File: src/verilog/uart_irq_map.svh
`ifndef UART_IRQ_MAP_SVH
`define UART_IRQ_MAP_SVH

// ======================================================================
// register byte addresses
`define UIRQ_ENABLE_ADDR   32'hE001_0004
`define UIRQ_IDENT_ADDR    32'hE001_0008

// ======================================================================
// enable register fields
`define UIRQ_EN_MODEM      4'h3
`define UIRQ_EN_CTS        4'h7
`define UIRQ_EN_DONE       4'h8
`define UIRQ_EN_TMO        4'h9
`define UIRQ_EN_MASK_FULL  10'h388
`define UIRQ_EN_MASK_BASIC 10'h300

// ======================================================================
// identification register fields
`define UIRQ_ID_PEND       4'h0
`define UIRQ_ID_CODE_LO    4'h1
`define UIRQ_ID_CODE_HI    4'h3
`define UIRQ_ID_FIFO_LO    4'h6
`define UIRQ_ID_FIFO_HI    4'h7
`define UIRQ_ID_DONE       4'h8
`define UIRQ_ID_TMO        4'h9

// ======================================================================
// reset values and bus responses
`define UIRQ_ENABLE_RST    10'h000
`define UIRQ_IDENT_RST     32'h0000_0001
`define UIRQ_RESP_OKAY     2'h0
`define UIRQ_RESP_SLVERR   2'h2

`endif

File: src/verilog/uart_irq_pkg.sv
package uart_irq_pkg;

  // ======================================================================
  // cause field codes of the identification register
  typedef enum logic [2:0] {
    CAUSE_LINE_STATUS = 3'h3,
    CAUSE_DATA_AVAIL  = 3'h2,
    CAUSE_CHAR_TMO    = 3'h6,
    CAUSE_TX_EMPTY    = 3'h1,
    CAUSE_MODEM       = 3'h0
  } cause_t;

  // ======================================================================
  // source events from the neighbouring uart units
  typedef struct packed {
    logic       receive_line_status_cause;
    logic       receive_data_available_cause;
    logic       character_timeout_cause;
    logic       transmit_holding_empty_cause;
    logic [3:0] modem_delta;
    logic       autobaud_done_evt;
    logic       autobaud_timeout_evt;
  } irq_src_t;

  // ======================================================================
  // control levels and clear pulses from the neighbouring uart units
  typedef struct packed {
    logic       divisor_latch_select;
    logic       auto_clear_to_send;
    logic       fifo_enable;
    logic       modem_status_read;
    logic [1:0] autobaud_clear;
  } uart_ctl_t;

endpackage

File: src/verilog/uart_irq_ctrl.sv
`timescale 1ns/100ps
`include "uart_irq_map.svh"

// Overview of operation
// - enable bit 3 lets modem status changes raise the modem interrupt; resets 0.
// - in auto flow mode, clear-to-send change interrupts need enable bits 3 and 7.
// - without auto flow mode, clear-to-send change interrupts need only bit 3.
// - enable bit 8 gates the auto-baud done interrupt; resets 0.
// - enable bit 9 gates the auto-baud time-out interrupt; resets 0.
// - without modem support, enable bits 3 and 7 are reserved and inert.
// - identification register gives priority and source of top pending interrupt.
// - interrupt state seen by an identification read stays stable during it.
// - events during an identification read are kept for the next read.
// - identification bit 0 is low when pending, high when idle; resets 1.
// - identification bits 3:1 hold the code of the pending interrupt.
// - codes 011 line, 010 data, 110 time-out, 001 transmit, 000 modem.
// - line status ranks highest; data available second, time-out third.
// - identification bits 8 and 9 show enabled auto-baud done and time-out.

module uart_irq_ctrl #(
  parameter bit MODEM_PRESENT = 1'b1
) (
  input  wire logic                   CORE_CLK_I,
  input  wire logic                   RST_I,
  input  wire logic                   AWVALID_I,
  output logic                        AWREADY_O,
  input  wire logic [31:0]            AWADDR_I,
  input  wire logic [2:0]             AWPROT_I,
  input  wire logic                   WVALID_I,
  output logic                        WREADY_O,
  input  wire logic [31:0]            WDATA_I,
  input  wire logic [3:0]             WSTRB_I,
  output logic                        BVALID_O,
  input  wire logic                   BREADY_I,
  output logic      [1:0]             BRESP_O,
  input  wire logic                   ARVALID_I,
  output logic                        ARREADY_O,
  input  wire logic [31:0]            ARADDR_I,
  input  wire logic [2:0]             ARPROT_I,
  output logic                        RVALID_O,
  input  wire logic                   RREADY_I,
  output logic      [31:0]            RDATA_O,
  output logic      [1:0]             RRESP_O,
  input  wire uart_irq_pkg::irq_src_t SRC_I,
  input  wire uart_irq_pkg::uart_ctl_t CTL_I,
  output logic                        IRQ_O
);

  // ======================================================================
  // state
  logic [9:0]  en_q;
  logic [9:0]  en_d;
  logic        aw_have_q;
  logic        aw_have_d;
  logic        w_have_q;
  logic        w_have_d;
  logic [31:0] awaddr_q;
  logic [31:0] wdata_q;
  logic [3:0]  wstrb_q;
  logic        awready_d;
  logic        wready_d;
  logic        bvalid_d;
  logic [1:0]  bresp_d;
  logic        arready_d;
  logic        rvalid_d;
  logic [31:0] rdata_d;
  logic [1:0]  rresp_d;
  logic [2:0]  flag_set;
  logic [2:0]  flag_clr;
  logic [2:0]  flag_q;

  // ======================================================================
  // write channel handshakes, address and data in either order
  wire         aw_fire   = AWVALID_I & AWREADY_O;
  wire         w_fire    = WVALID_I & WREADY_O;
  wire         aw_ok     = aw_fire | aw_have_q;
  wire         w_ok      = w_fire | w_have_q;
  wire         wr_go     = aw_ok & w_ok;
  wire  [31:0] wr_addr   = aw_have_q ? awaddr_q : AWADDR_I;
  wire  [31:0] wr_data   = w_have_q ? wdata_q : WDATA_I;
  wire  [3:0]  wr_strb   = w_have_q ? wstrb_q : WSTRB_I;
  wire         wr_hit_en = wr_addr[31:2] == `UIRQ_ENABLE_ADDR >> 2;
  wire         wr_hit_id = wr_addr[31:2] == `UIRQ_IDENT_ADDR >> 2;
  wire         en_wr     = wr_go & wr_hit_en & ~CTL_I.divisor_latch_select;

  // ======================================================================
  // read channel handshake and decode
  wire         ar_fire   = ARVALID_I & ARREADY_O;
  wire         rd_hit_en = ARADDR_I[31:2] == `UIRQ_ENABLE_ADDR >> 2;
  wire         rd_hit_id = ARADDR_I[31:2] == `UIRQ_IDENT_ADDR >> 2;
  wire         id_read   = ar_fire & rd_hit_id;

  // ======================================================================
  // enable register next value, reserved and absent bits stay zero
  wire  [9:0]  en_mask   = MODEM_PRESENT ? `UIRQ_EN_MASK_FULL : `UIRQ_EN_MASK_BASIC;
  wire  [9:0]  en_merge  = {wr_strb[1] ? wr_data[9:8] : en_q[9:8],
                            wr_strb[0] ? wr_data[7:0] : en_q[7:0]};
  assign en_d = en_wr ? (en_merge & en_mask) : en_q;

  wire         en_modem  = en_q[`UIRQ_EN_MODEM];
  wire         en_cts    = en_q[`UIRQ_EN_CTS];
  wire         en_done   = en_q[`UIRQ_EN_DONE];
  wire         en_tmo    = en_q[`UIRQ_EN_TMO];

  // ======================================================================
  // modem source: other line changes, and clear-to-send gated by mode
  wire         cts_ok    = ~CTL_I.auto_clear_to_send | en_cts;
  wire         modem_evt = (|SRC_I.modem_delta[3:1]) | (SRC_I.modem_delta[0] & cts_ok);
  wire         modem_set = MODEM_PRESENT & en_modem & modem_evt;

  // ======================================================================
  // sticky flags: modem, auto-baud done, auto-baud time-out
  assign flag_set = {SRC_I.autobaud_timeout_evt, SRC_I.autobaud_done_evt, modem_set};
  assign flag_clr = {CTL_I.autobaud_clear[1], CTL_I.autobaud_clear[0],
                     CTL_I.modem_status_read};

  irq_flag_bank #(
    .N      (3)
  ) u_flags (
    .clk_i  (CORE_CLK_I),
    .rst_i  (RST_I),
    .set_i  (flag_set),
    .clr_i  (flag_clr),
    .flag_o (flag_q)
  );

  // ======================================================================
  // reported sources after gating
  wire         modem_pend = flag_q[0] & en_modem & MODEM_PRESENT;
  wire         done_pend  = flag_q[1] & en_done;
  wire         tmo_pend   = flag_q[2] & en_tmo;
  wire         line_pend  = SRC_I.receive_line_status_cause;
  wire         data_pend  = SRC_I.receive_data_available_cause;
  wire         ctmo_pend  = SRC_I.character_timeout_cause;
  wire         tx_pend    = SRC_I.transmit_holding_empty_cause;

  // ======================================================================
  // priority encoder for the cause field
  wire  [2:0]  cause =
    line_pend ? uart_irq_pkg::CAUSE_LINE_STATUS :
    data_pend ? uart_irq_pkg::CAUSE_DATA_AVAIL  :
    ctmo_pend ? uart_irq_pkg::CAUSE_CHAR_TMO    :
    tx_pend   ? uart_irq_pkg::CAUSE_TX_EMPTY    :
                uart_irq_pkg::CAUSE_MODEM;
  wire         pending = line_pend | data_pend | ctmo_pend | tx_pend | modem_pend |
                         done_pend | tmo_pend;

  // ======================================================================
  // identification word
  wire  [31:0] ident_word = {22'h00_0000, tmo_pend, done_pend,
                             {2{CTL_I.fifo_enable}}, 2'h0,
                             cause, ~pending};
  wire  [31:0] enable_word = {22'h00_0000, en_q};
  wire  [31:0] rd_word =
    rd_hit_id ? ident_word :
    (rd_hit_en & ~CTL_I.divisor_latch_select) ? enable_word : 32'h0000_0000;

  // ======================================================================
  // write response and ready handling
  assign aw_have_d = wr_go ? 1'b0 : aw_ok;
  assign w_have_d  = wr_go ? 1'b0 : w_ok;
  assign bvalid_d  = wr_go | (BVALID_O & ~BREADY_I);
  assign bresp_d   = wr_go ? ((wr_hit_en | wr_hit_id) ? `UIRQ_RESP_OKAY : `UIRQ_RESP_SLVERR)
                           : BRESP_O;
  assign awready_d = ~aw_have_d & ~bvalid_d;
  assign wready_d  = ~w_have_d & ~bvalid_d;

  // ======================================================================
  // read data is snapshot at address acceptance and held until taken
  assign rvalid_d  = ar_fire | (RVALID_O & ~RREADY_I);
  assign arready_d = ~rvalid_d;
  assign rdata_d   = ar_fire ? rd_word : RDATA_O;
  assign rresp_d   = ar_fire ? ((rd_hit_en | rd_hit_id) ? `UIRQ_RESP_OKAY
                                                       : `UIRQ_RESP_SLVERR) : RRESP_O;

  // ======================================================================
  // enable register
  always_ff @(posedge CORE_CLK_I) begin
    if (RST_I) begin
      en_q <= `UIRQ_ENABLE_RST;
    end else begin
      en_q <= en_d;
    end
  end

  // ======================================================================
  // write channel holding registers
  always_ff @(posedge CORE_CLK_I) begin
    if (RST_I) begin
      aw_have_q <= 1'b0;
      w_have_q  <= 1'b0;
      awaddr_q  <= 32'h0000_0000;
      wdata_q   <= 32'h0000_0000;
      wstrb_q   <= 4'h0;
    end else begin
      aw_have_q <= aw_have_d;
      w_have_q  <= w_have_d;
      awaddr_q  <= aw_fire ? AWADDR_I : awaddr_q;
      wdata_q   <= w_fire ? WDATA_I : wdata_q;
      wstrb_q   <= w_fire ? WSTRB_I : wstrb_q;
    end
  end

  // ======================================================================
  // bus outputs
  always_ff @(posedge CORE_CLK_I) begin
    if (RST_I) begin
      AWREADY_O <= 1'b0;
      WREADY_O  <= 1'b0;
      BVALID_O  <= 1'b0;
      BRESP_O   <= `UIRQ_RESP_OKAY;
      ARREADY_O <= 1'b0;
      RVALID_O  <= 1'b0;
      RDATA_O   <= `UIRQ_IDENT_RST;
      RRESP_O   <= `UIRQ_RESP_OKAY;
    end else begin
      AWREADY_O <= awready_d;
      WREADY_O  <= wready_d;
      BVALID_O  <= bvalid_d;
      BRESP_O   <= bresp_d;
      ARREADY_O <= arready_d;
      RVALID_O  <= rvalid_d;
      RDATA_O   <= rdata_d;
      RRESP_O   <= rresp_d;
    end
  end

  // ======================================================================
  // interrupt request output
  always_ff @(posedge CORE_CLK_I) begin
    if (RST_I) begin
      IRQ_O <= 1'b0;
    end else begin
      IRQ_O <= pending;
    end
  end

  // ======================================================================
  // checks

  // request follows pending state one cycle later
  a_irq_follows_pending: assert property (
    @(posedge CORE_CLK_I) disable iff (RST_I)
    ##1 (IRQ_O == $past(pending)))
    else $error("interrupt output does not follow pending state");

  // enables come out of reset cleared
  a_enable_reset_clear: assert property (
    @(posedge CORE_CLK_I) disable iff (RST_I)
    $past(RST_I) |-> (en_q == 10'h000))
    else $error("enable register not cleared by reset");

  // modem line changes other than clear-to-send set the modem flag
  a_modem_line_sets: assert property (
    @(posedge CORE_CLK_I) disable iff (RST_I)
    (MODEM_PRESENT && en_modem && (|SRC_I.modem_delta[3:1])) |=> modem_pend)
    else $error("modem change did not raise the modem interrupt");

  // auto flow mode without bit 7 ignores clear-to-send changes
  a_cts_auto_gate: assert property (
    @(posedge CORE_CLK_I) disable iff (RST_I)
    (CTL_I.auto_clear_to_send && !en_cts && SRC_I.modem_delta == 4'h1 &&
     !flag_q[0] && !CTL_I.modem_status_read) |=> !flag_q[0])
    else $error("clear-to-send change raised interrupt without bit 7");

  // plain mode raises the modem flag on clear-to-send change with bit 3
  a_cts_plain_gate: assert property (
    @(posedge CORE_CLK_I) disable iff (RST_I)
    (MODEM_PRESENT && !CTL_I.auto_clear_to_send && en_modem && SRC_I.modem_delta[0])
    |=> flag_q[0])
    else $error("clear-to-send change lost in plain mode");

  // without modem support bits 3 and 7 never hold a one
  a_no_modem_inert: assert property (
    @(posedge CORE_CLK_I) disable iff (RST_I)
    !MODEM_PRESENT |-> (!en_modem && !en_cts && !modem_pend))
    else $error("modem enable bits active on a part without modem");

  // auto-baud bits shown only with their enable
  a_autobaud_bits: assert property (
    @(posedge CORE_CLK_I) disable iff (RST_I)
    (ident_word[`UIRQ_ID_DONE] == (flag_q[1] && en_done)) &&
    (ident_word[`UIRQ_ID_TMO] == (flag_q[2] && en_tmo)))
    else $error("auto-baud identification bits mis-gated");

  // done event with enable shows in bit 8 next cycle
  a_done_reported: assert property (
    @(posedge CORE_CLK_I) disable iff (RST_I)
    (SRC_I.autobaud_done_evt && en_done && !en_wr) |=> ident_word[`UIRQ_ID_DONE])
    else $error("auto-baud done event not reported");

  // time-out event with enable shows in bit 9 next cycle
  a_tmo_reported: assert property (
    @(posedge CORE_CLK_I) disable iff (RST_I)
    (SRC_I.autobaud_timeout_evt && en_tmo && !en_wr) |=> ident_word[`UIRQ_ID_TMO])
    else $error("auto-baud time-out event not reported");

  // line status outranks every other cause
  a_line_first: assert property (
    @(posedge CORE_CLK_I) disable iff (RST_I)
    line_pend |-> (cause == uart_irq_pkg::CAUSE_LINE_STATUS))
    else $error("line status not the top cause");

  // returned identification holds its snapshot while waiting
  a_read_frozen: assert property (
    @(posedge CORE_CLK_I) disable iff (RST_I)
    (RVALID_O && !RREADY_I) |=> (RVALID_O && $stable(RDATA_O)))
    else $error("read data changed during access");

  // event during an identification read is kept for the next one
  a_event_kept: assert property (
    @(posedge CORE_CLK_I) disable iff (RST_I)
    (id_read && SRC_I.autobaud_done_evt) |=> flag_q[1])
    else $error("event during identification read was lost");

  // returned pending flag and code match the state at acceptance
  a_ident_value: assert property (
    @(posedge CORE_CLK_I) disable iff (RST_I)
    id_read |=> (RDATA_O[`UIRQ_ID_PEND] == !$past(pending)) &&
                (RDATA_O[3:1] == $past(cause)) && RVALID_O)
    else $error("identification read returned wrong pending or code");

  // event during an identification read keeps the time-out flag too
  a_tmo_kept: assert property (
    @(posedge CORE_CLK_I) disable iff (RST_I)
    (id_read && SRC_I.autobaud_timeout_evt) |=> flag_q[2])
    else $error("time-out event during identification read was lost");

  // auto flow mode with bits 3 and 7 raises the modem flag on clear-to-send change
  a_cts_auto_pass: assert property (
    @(posedge CORE_CLK_I) disable iff (RST_I)
    (MODEM_PRESENT && CTL_I.auto_clear_to_send && en_modem && en_cts &&
     SRC_I.modem_delta[0]) |=> flag_q[0])
    else $error("clear-to-send change lost in auto flow mode");

  // a modem status read without a new change clears the modem flag
  a_modem_read_clear: assert property (
    @(posedge CORE_CLK_I) disable iff (RST_I)
    (CTL_I.modem_status_read && !modem_set) |=> !flag_q[0])
    else $error("modem flag survived a modem status read");

  // first cycle after reset shows nothing pending
  a_ident_reset: assert property (
    @(posedge CORE_CLK_I) disable iff (RST_I)
    $past(RST_I) |-> ((RDATA_O == `UIRQ_IDENT_RST) && !IRQ_O))
    else $error("identification not idle after reset");

endmodule

File: src/verilog/irq_flag_bank.sv
`timescale 1ns/100ps

module irq_flag_bank #(
  parameter int N = 3
) (
  input  wire logic         clk_i,
  input  wire logic         rst_i,
  input  wire logic [N-1:0] set_i,
  input  wire logic [N-1:0] clr_i,
  output logic      [N-1:0] flag_o
);

  // ======================================================================
  // sticky flags, a set in the clearing cycle wins
  genvar g;
  generate
    for (g = 0; g < N; g++) begin : g_flag
      always_ff @(posedge clk_i) begin
        if (rst_i) begin
          flag_o[g] <= 1'b0;
        end else if (set_i[g]) begin
          flag_o[g] <= 1'b1;
        end else if (clr_i[g]) begin
          flag_o[g] <= 1'b0;
        end
      end
    end
  endgenerate

endmodule

File: config.mk
export PLATFORM = sky130hd
export DESIGN_NAME = uart_irq_ctrl
export DESIGN_NICKNAME = d
export VERILOG_FILES = /design/src/verilog/uart_irq_pkg.sv /design/src/verilog/uart_irq_ctrl.sv /design/src/verilog/irq_flag_bank.sv
export VERILOG_INCLUDE_DIRS = /design/src /design/src/verilog
export SDC_FILE = /design/constraint.sdc
export NUM_CORES = 1
export LEC_CHECK = 0
export BUFFER_PORTS_ARGS = -buffer_cell sky130_fd_sc_hd__clkbuf_2
export CAP_MARGIN = 15
export CORE_AREA = 2 2 82 84
export DETAILED_ROUTE_END_ITERATION = 10
export DIE_AREA = 0 0 84 86
export MAX_ROUTING_LAYER = met4
export PLACE_DENSITY = 0.93
export SLEW_MARGIN = 20
export SYNTH_ARGS = -nofsm -noshare
export SYNTH_HDL_FRONTEND = slang
export SYNTH_SLANG_ARGS = --single-unit
File: constraint.sdc
create_clock -name CORE_CLK_I -period 4.05 [get_ports CORE_CLK_I]
set_input_delay 0.2025 -clock CORE_CLK_I [delete_from_list [all_inputs] [get_ports CORE_CLK_I]]
set_output_delay 0.2025 -clock CORE_CLK_I [all_outputs]
set_load 0.03 [all_outputs]
# Word level (Yosys, flattened, before mapping)
# Cells that the tools add are included.
[totals]
register_bits = 95
input_bits = 129
elab_cells = 87
[classes]
n_eq_ne = 4
n_mux = 19
bitwise_logic = 39
n_reduce_logical = 6
[op_table]
columns = ["cell", "n"]
rows = [
  ["== test 30 bit, second input constant", 4],
  ["2-to-1 mux 32 bit", 1],
  ["2-to-1 mux 10 bit", 3],
  ["AND 1 bit", 16],
  ["OR 1 bit", 14],
  ["2-to-1 mux 1 bit", 9],
  ["2-to-1 mux 3 bit", 3],
  ["NOT 1 bit", 9],
  ["2-to-1 mux 2 bit", 3],
  ["nonzero test 2 bit", 3],
  ["AND reduction 2 bit", 2],
  ["OR reduction 3 bit", 1],
]

# Longest topological paths before layout
[logic_depth]
depth_word = 8
depth_mapped = 6
mapped_depth_nobuf = 5

# By module
# Synthesis repeated with hierarchy kept, for this count alone.
[unflattened]
cells_unflattened = 360
hier_area_um2 = 2859.0
[by_module_without_submodules]
columns = ["module", "n_inst", "cells_per_inst", "area_per_inst_um2", "seq_area_each_um2"]
rows = [
  ["uart_irq_ctrl", 1, 348, 2753.9, 1161.1],
  ["irq_flag_bank", 1, 12, 105.1, 60.1],
]

# Worst setup path before layout
# Ideal clock, no wire load.
[synth_path]
path_type = "flip-flop to flip-flop"
startpoint = "reg WREADY_O"
endpoint = "reg en_q[3]"
setup_ns = 0.078
t_arrival_ns = 1.730
required_ns = 3.972
setup_slack_ns = 2.242
stages_incl_launch_ff = 7
path_buffers = 1
path_cell_list = "dfxtp_1 > buf_2 > a21o_1 > o21ai_1 > a2111oi_1 > a21oi_1 > nor3_1"
[synth_between]
elab_chain_len = 6
[synth_lines]
columns = ["item", "line_no", "rtl"]
rows = [
  ["start, declared", "uart_irq_ctrl.sv:30", "output logic WREADY_O,"],
  ["start signal, assigned", "uart_irq_ctrl.sv:218", "WREADY_O <= wready_d;"],
  ["AND 1 bit", "uart_irq_ctrl.sv:75", "wire w_fire = WVALID_I & WREADY_O;"],
  ["OR 1 bit", "uart_irq_ctrl.sv:77", "wire w_ok = w_fire | w_have_q;"],
  ["AND 1 bit", "uart_irq_ctrl.sv:78", "wire wr_go = aw_ok & w_ok;"],
  ["AND 1 bit (2 in series)", "uart_irq_ctrl.sv:84", "wire en_wr = wr_go & wr_hit_en & ~CTL_I.divisor_latch_select;"],
  ["AND reduction 2 bit (no source line)", "n/a", ""],
  ["end signal, assigned", "uart_irq_ctrl.sv:180", "en_q <= `UIRQ_ENABLE_RST;"],
  ["end signal, assigned", "uart_irq_ctrl.sv:182", "en_q <= en_d;"],
  ["end, declared", "uart_irq_ctrl.sv:51", "logic [9:0] en_q;"],
]
# Every way passes these cells.
# A chain may end at the register's enable or synchronous reset.

# Worst setup path in the final report
[layout_path]
startpoint = "reg aw_have_q"
endpoint = "reg en_q[3]"
[layout_between]
elab_chain_len = 5
[layout_lines]
columns = ["item", "line_no", "rtl"]
rows = [
  ["start, declared", "uart_irq_ctrl.sv:53", "logic aw_have_q;"],
  ["start signal, assigned", "uart_irq_ctrl.sv:196", "aw_have_q <= aw_have_d;"],
  ["2-to-1 mux 32 bit / OR 1 bit (equally long branches)", "uart_irq_ctrl.sv:79, uart_irq_ctrl.sv:76", ""],
  ["== test 30 bit / AND 1 bit (equally long branches)", "uart_irq_ctrl.sv:82, uart_irq_ctrl.sv:78", ""],
  ["AND 1 bit * (2 in series)", "uart_irq_ctrl.sv:84", ""],
  ["AND reduction 2 bit (no source line) *", "n/a", ""],
]
# Mark *: on every way between the ends. The rest lies on a longest branch, timed or not.

==> flow_summary_export.csv <==
group,metric,value,unit
power,combPwrFrac,0.143,
timing,relSlewSlack,0.312,
layout,seqCellArea,0.00122,mm2
yosys,synth.largest_area_cell,"dfxtp_1",
die,dieArea,0.00722,mm2
setup_path,cp_top_family,"compound AO/OA/AOI/OAI gates",
layout,syn_to_final_growth,22.6,%
setup_path,endpoint,"en_q[3]",
clock_network,ctsHtreeMaxLevel,3,
layout,final_nets,584,
detailed_routing,firstDrtPassIters,5,
timing,tightest_slew,1.03,ns
place,dp_hpwl,5260,um
yosys,synth_area,0.00286,mm2
detailed_routing,met1_length,2760,um
power,internal_power,1.01,mW
layout,finalInstanceArea,0.00351,mm2
yosys,synth_top_area_share,0.426,
setup_path,cp_slowest_stage_delay,0.78,ns
yosys,synth_seq_area_share,0.426,
setup_path,cp-start-kind,"register",
job,cap_violations,0,
place,place_ws,1.67,ns
yosys,synth_edf_count,0,
setup_path,reg2regPathDepth,5,
clock_network,clockBufferDepth,2,
timing,setup_violations,0,
setup_path,slowest_stage,"a222oi_1",
layout,multi_input_comb_area,0.00144,mm2
detailed_routing,ant_nets,0,
yosys,synthTopCellsByCount,"nand2_1, dfxtp_1, a21oi_1",
timing,worst_slack,1.71,ns
setup_path,reg2reg_from,"aw_have_q",
yosys,syn_inst,358,
layout,fillers,564,
setup_path,cp-startpoint,"aw_have_q",
grt,grt_usage,0.203,
detailed_routing,via_per_inst,5.30,
clock_network,cts_inserted_buffers,9,
grt,gr-total-overflow,0,
detailed_routing,drt-initial-drc-count,172,
setup_path,worst-path-stages,5,
die,die-height,86,um
die,dieWidth,84,um
setup_path,cp.required,4.23,ns
layout,final_core_util,0.559,
detailed_routing,wl,7000,um
yosys,ys.flop_type,"dfxtp_1",
timing,drv_slew,0,
yosys,yosysMostFrequentCell,"nand2_1",
clock_network,post_cts_resized,0,
power,vdd_ir_drop_max,215,uV
timing,holdWs,0.0803,ns
power,clkPwrFrac,0.390,
setup_path,endpoint_kind,"register",
timing,tns,0,ns
layout,drive_above_1_share,0.281,
timing,min_period_over_period,0.579,
detailed_routing,route.met2.wl,3440,um
die,core,0.00628,mm2
timing,rsz0062_at_grt,"false",
detailed_routing,vias,2842,
grt,grt_max_degree,61,
yosys,synth_seq_cells,61,
worst_hold_path,worst_hold_path.num_cells,3,
setup_path,critPathKind,"register to register",
worst_hold_path,hold_path_class,"input pin to register",
clock_network,cts_sinks,61,
layout,antenna_cells,0,
detailed_routing,wire_per_inst,13.1,um
run_status,status,"finished, final reports clean",
setup_path,path_cells,"nor4b_1 -> nand2_1 -> a222oi_1 -> and3_1 -> nor3_1",
place,port_buffers,104,
setup_path,r2r_end,"en_q[3]",
clock_network,clkTransAtPathRegs,0.07,ns
timing,clock.fmax,427,MHz
clock_network,cts_tree,"built",
power,p_sw_frac,0.274,
timing,hold_viol_final,0,
yosys,yosysWarnings,0,
power,switching_power,0.381,mW
setup_path,rrSetupSlack,1.71,ns
power,power_density,397,mW/mm2
grt,grt_pass1_wl,11300,um
place,gp_congestion,0.857,
detailed_routing,wl_met3,644,um
yosys,synth_area_leaders,"dfxtp_1, nand2_1, a21oi_1",
detailed_routing,drcViolationCount,0,
place,placed_cell_area,0.00331,mm2
clock_network,cts_hold_buf,0,
power,p_leak,1.50,nW
place,placedCellCount,521,
power,p_seq_frac,0.467,
yosys,async_flop_share,0,
timing,fin_skew,0.00553,ns
setup_path,path_max_fanout,15,
power,p_total,1.39,mW
die,num_rows,29,
yosys,ys_types,45,
yosys,postSynthAreaPerCell,8.00,um2
setup_path,arrival,2.52,ns
grt,antenna_found_initial,0,
clock_network,cts_root_buf,"clkbuf_8",
detailed_routing,highest_layer,"met4",
clock_network,post-cts-setup-buffer-count,0,
timing,finalCriticalPeriod,2.34,ns
grt,first_global_vias,2554,
setup_path,critical_path.n_buffers_inverters,0,
die,start_util,0.456,
layout,final_cells,536,
clock_network,insertion_delay,0.33,ns
die,io_pins,171,
flip-flops by register name, indices dropped and copies added, names as in the netlist:
| register | count |
|---|---|
| awaddr_q | 30 |
| RDATA_O | 8 |
| en_q | 4 |
| wdata_q | 4 |
| u_flags.flag_o | 3 |
| wstrb_q | 2 |
| ARREADY_O | 1 |
| AWREADY_O | 1 |
| BRESP_O | 1 |
| BVALID_O | 1 |
| IRQ_O | 1 |
| RRESP_O | 1 |
| RVALID_O | 1 |
| WREADY_O | 1 |
| aw_have_q | 1 |
| w_have_q | 1 |
cell type report:
| type | count | share of cell area |
|---|---|---|
| inverter | 6 | 0.00641 |
| clock inverter | 4 | 0.0135 |
| tap | 77 | 0.0274 |
| sequential | 61 | 0.348 |
| clock buffer | 11 | 0.0431 |
| timing repair buffer | 105 | 0.150 |
| multi-input combinational | 272 | 0.411 |
metal layers:
metal,up-vias,track usage
li1,1393,-
met1,1270,0.226
met2,165,0.342
met3,14,0.0654
met4,0,0.0762
met5,-,-
worst min-delay path by stage:
stage	start	endpoint	slack, ns
6_report	SRC_I[1]	u_flags.flag_o[1]	0.08
5_1_grt	SRC_I[1]	u_flags.flag_o[1]	0.07
4_1_cts	SRC_I[1]	u_flags.flag_o[1]	0.07
3_5_place_dp	SRC_I[1]	u_flags.flag_o[1]	0.42
3_3_place_gp	SRC_I[1]	u_flags.flag_o[1]	0.41
2_1_floorplan	SRC_I[1]	u_flags.flag_o[1]	0.32
worst register-to-register path, stage by stage (launching register included):
cell and delay [ns]:
dfxtp_1 0.66, nor4b_1 0.33, nand2_1 0.08, a222oi_1 0.78, and3_1 0.29, nor3_1 0.05
cell usage in the layout (no fill, tap or decap), drive strengths merged, types with 3 or more instances in the layout:
master,count
a21o,3
a21oi,53
a2bb2oi,3
and3,4
clkbuf,114
conb,26
dfxtp,61
inv,6
mux2,4
nand2,78
nand2b,5
nand3,12
nand4b,3
nor2,16
nor3,16
nor4,11
nor4b,4
o41ai,3
logic make-up after synthesis:
logic type / share of synthesized area
other: 0.00131
xor gates and xnor gates: 0.00612
muxes: 0.0227
and+or+nand+nor: 0.287
DFF: 0.426
AOI/OAI and AO/OA: 0.154
buffers and inverters: 0.102
power by group through the flow:
stage / registers (mW) / clock network (mW) / logic [mW]
floorplan: 0.667 / 0 / 0.139
global placement: 0.662 / 0 / 0.193
detailed placement: 0.663 / 0 / 0.198
CTS: 0.650 / 0.558 / 0.199
global route: 0.655 / 0.580 / 0.219
finish: 0.651 / 0.543 / 0.199
No activity file was read; power rests on OpenSTA's default activity.
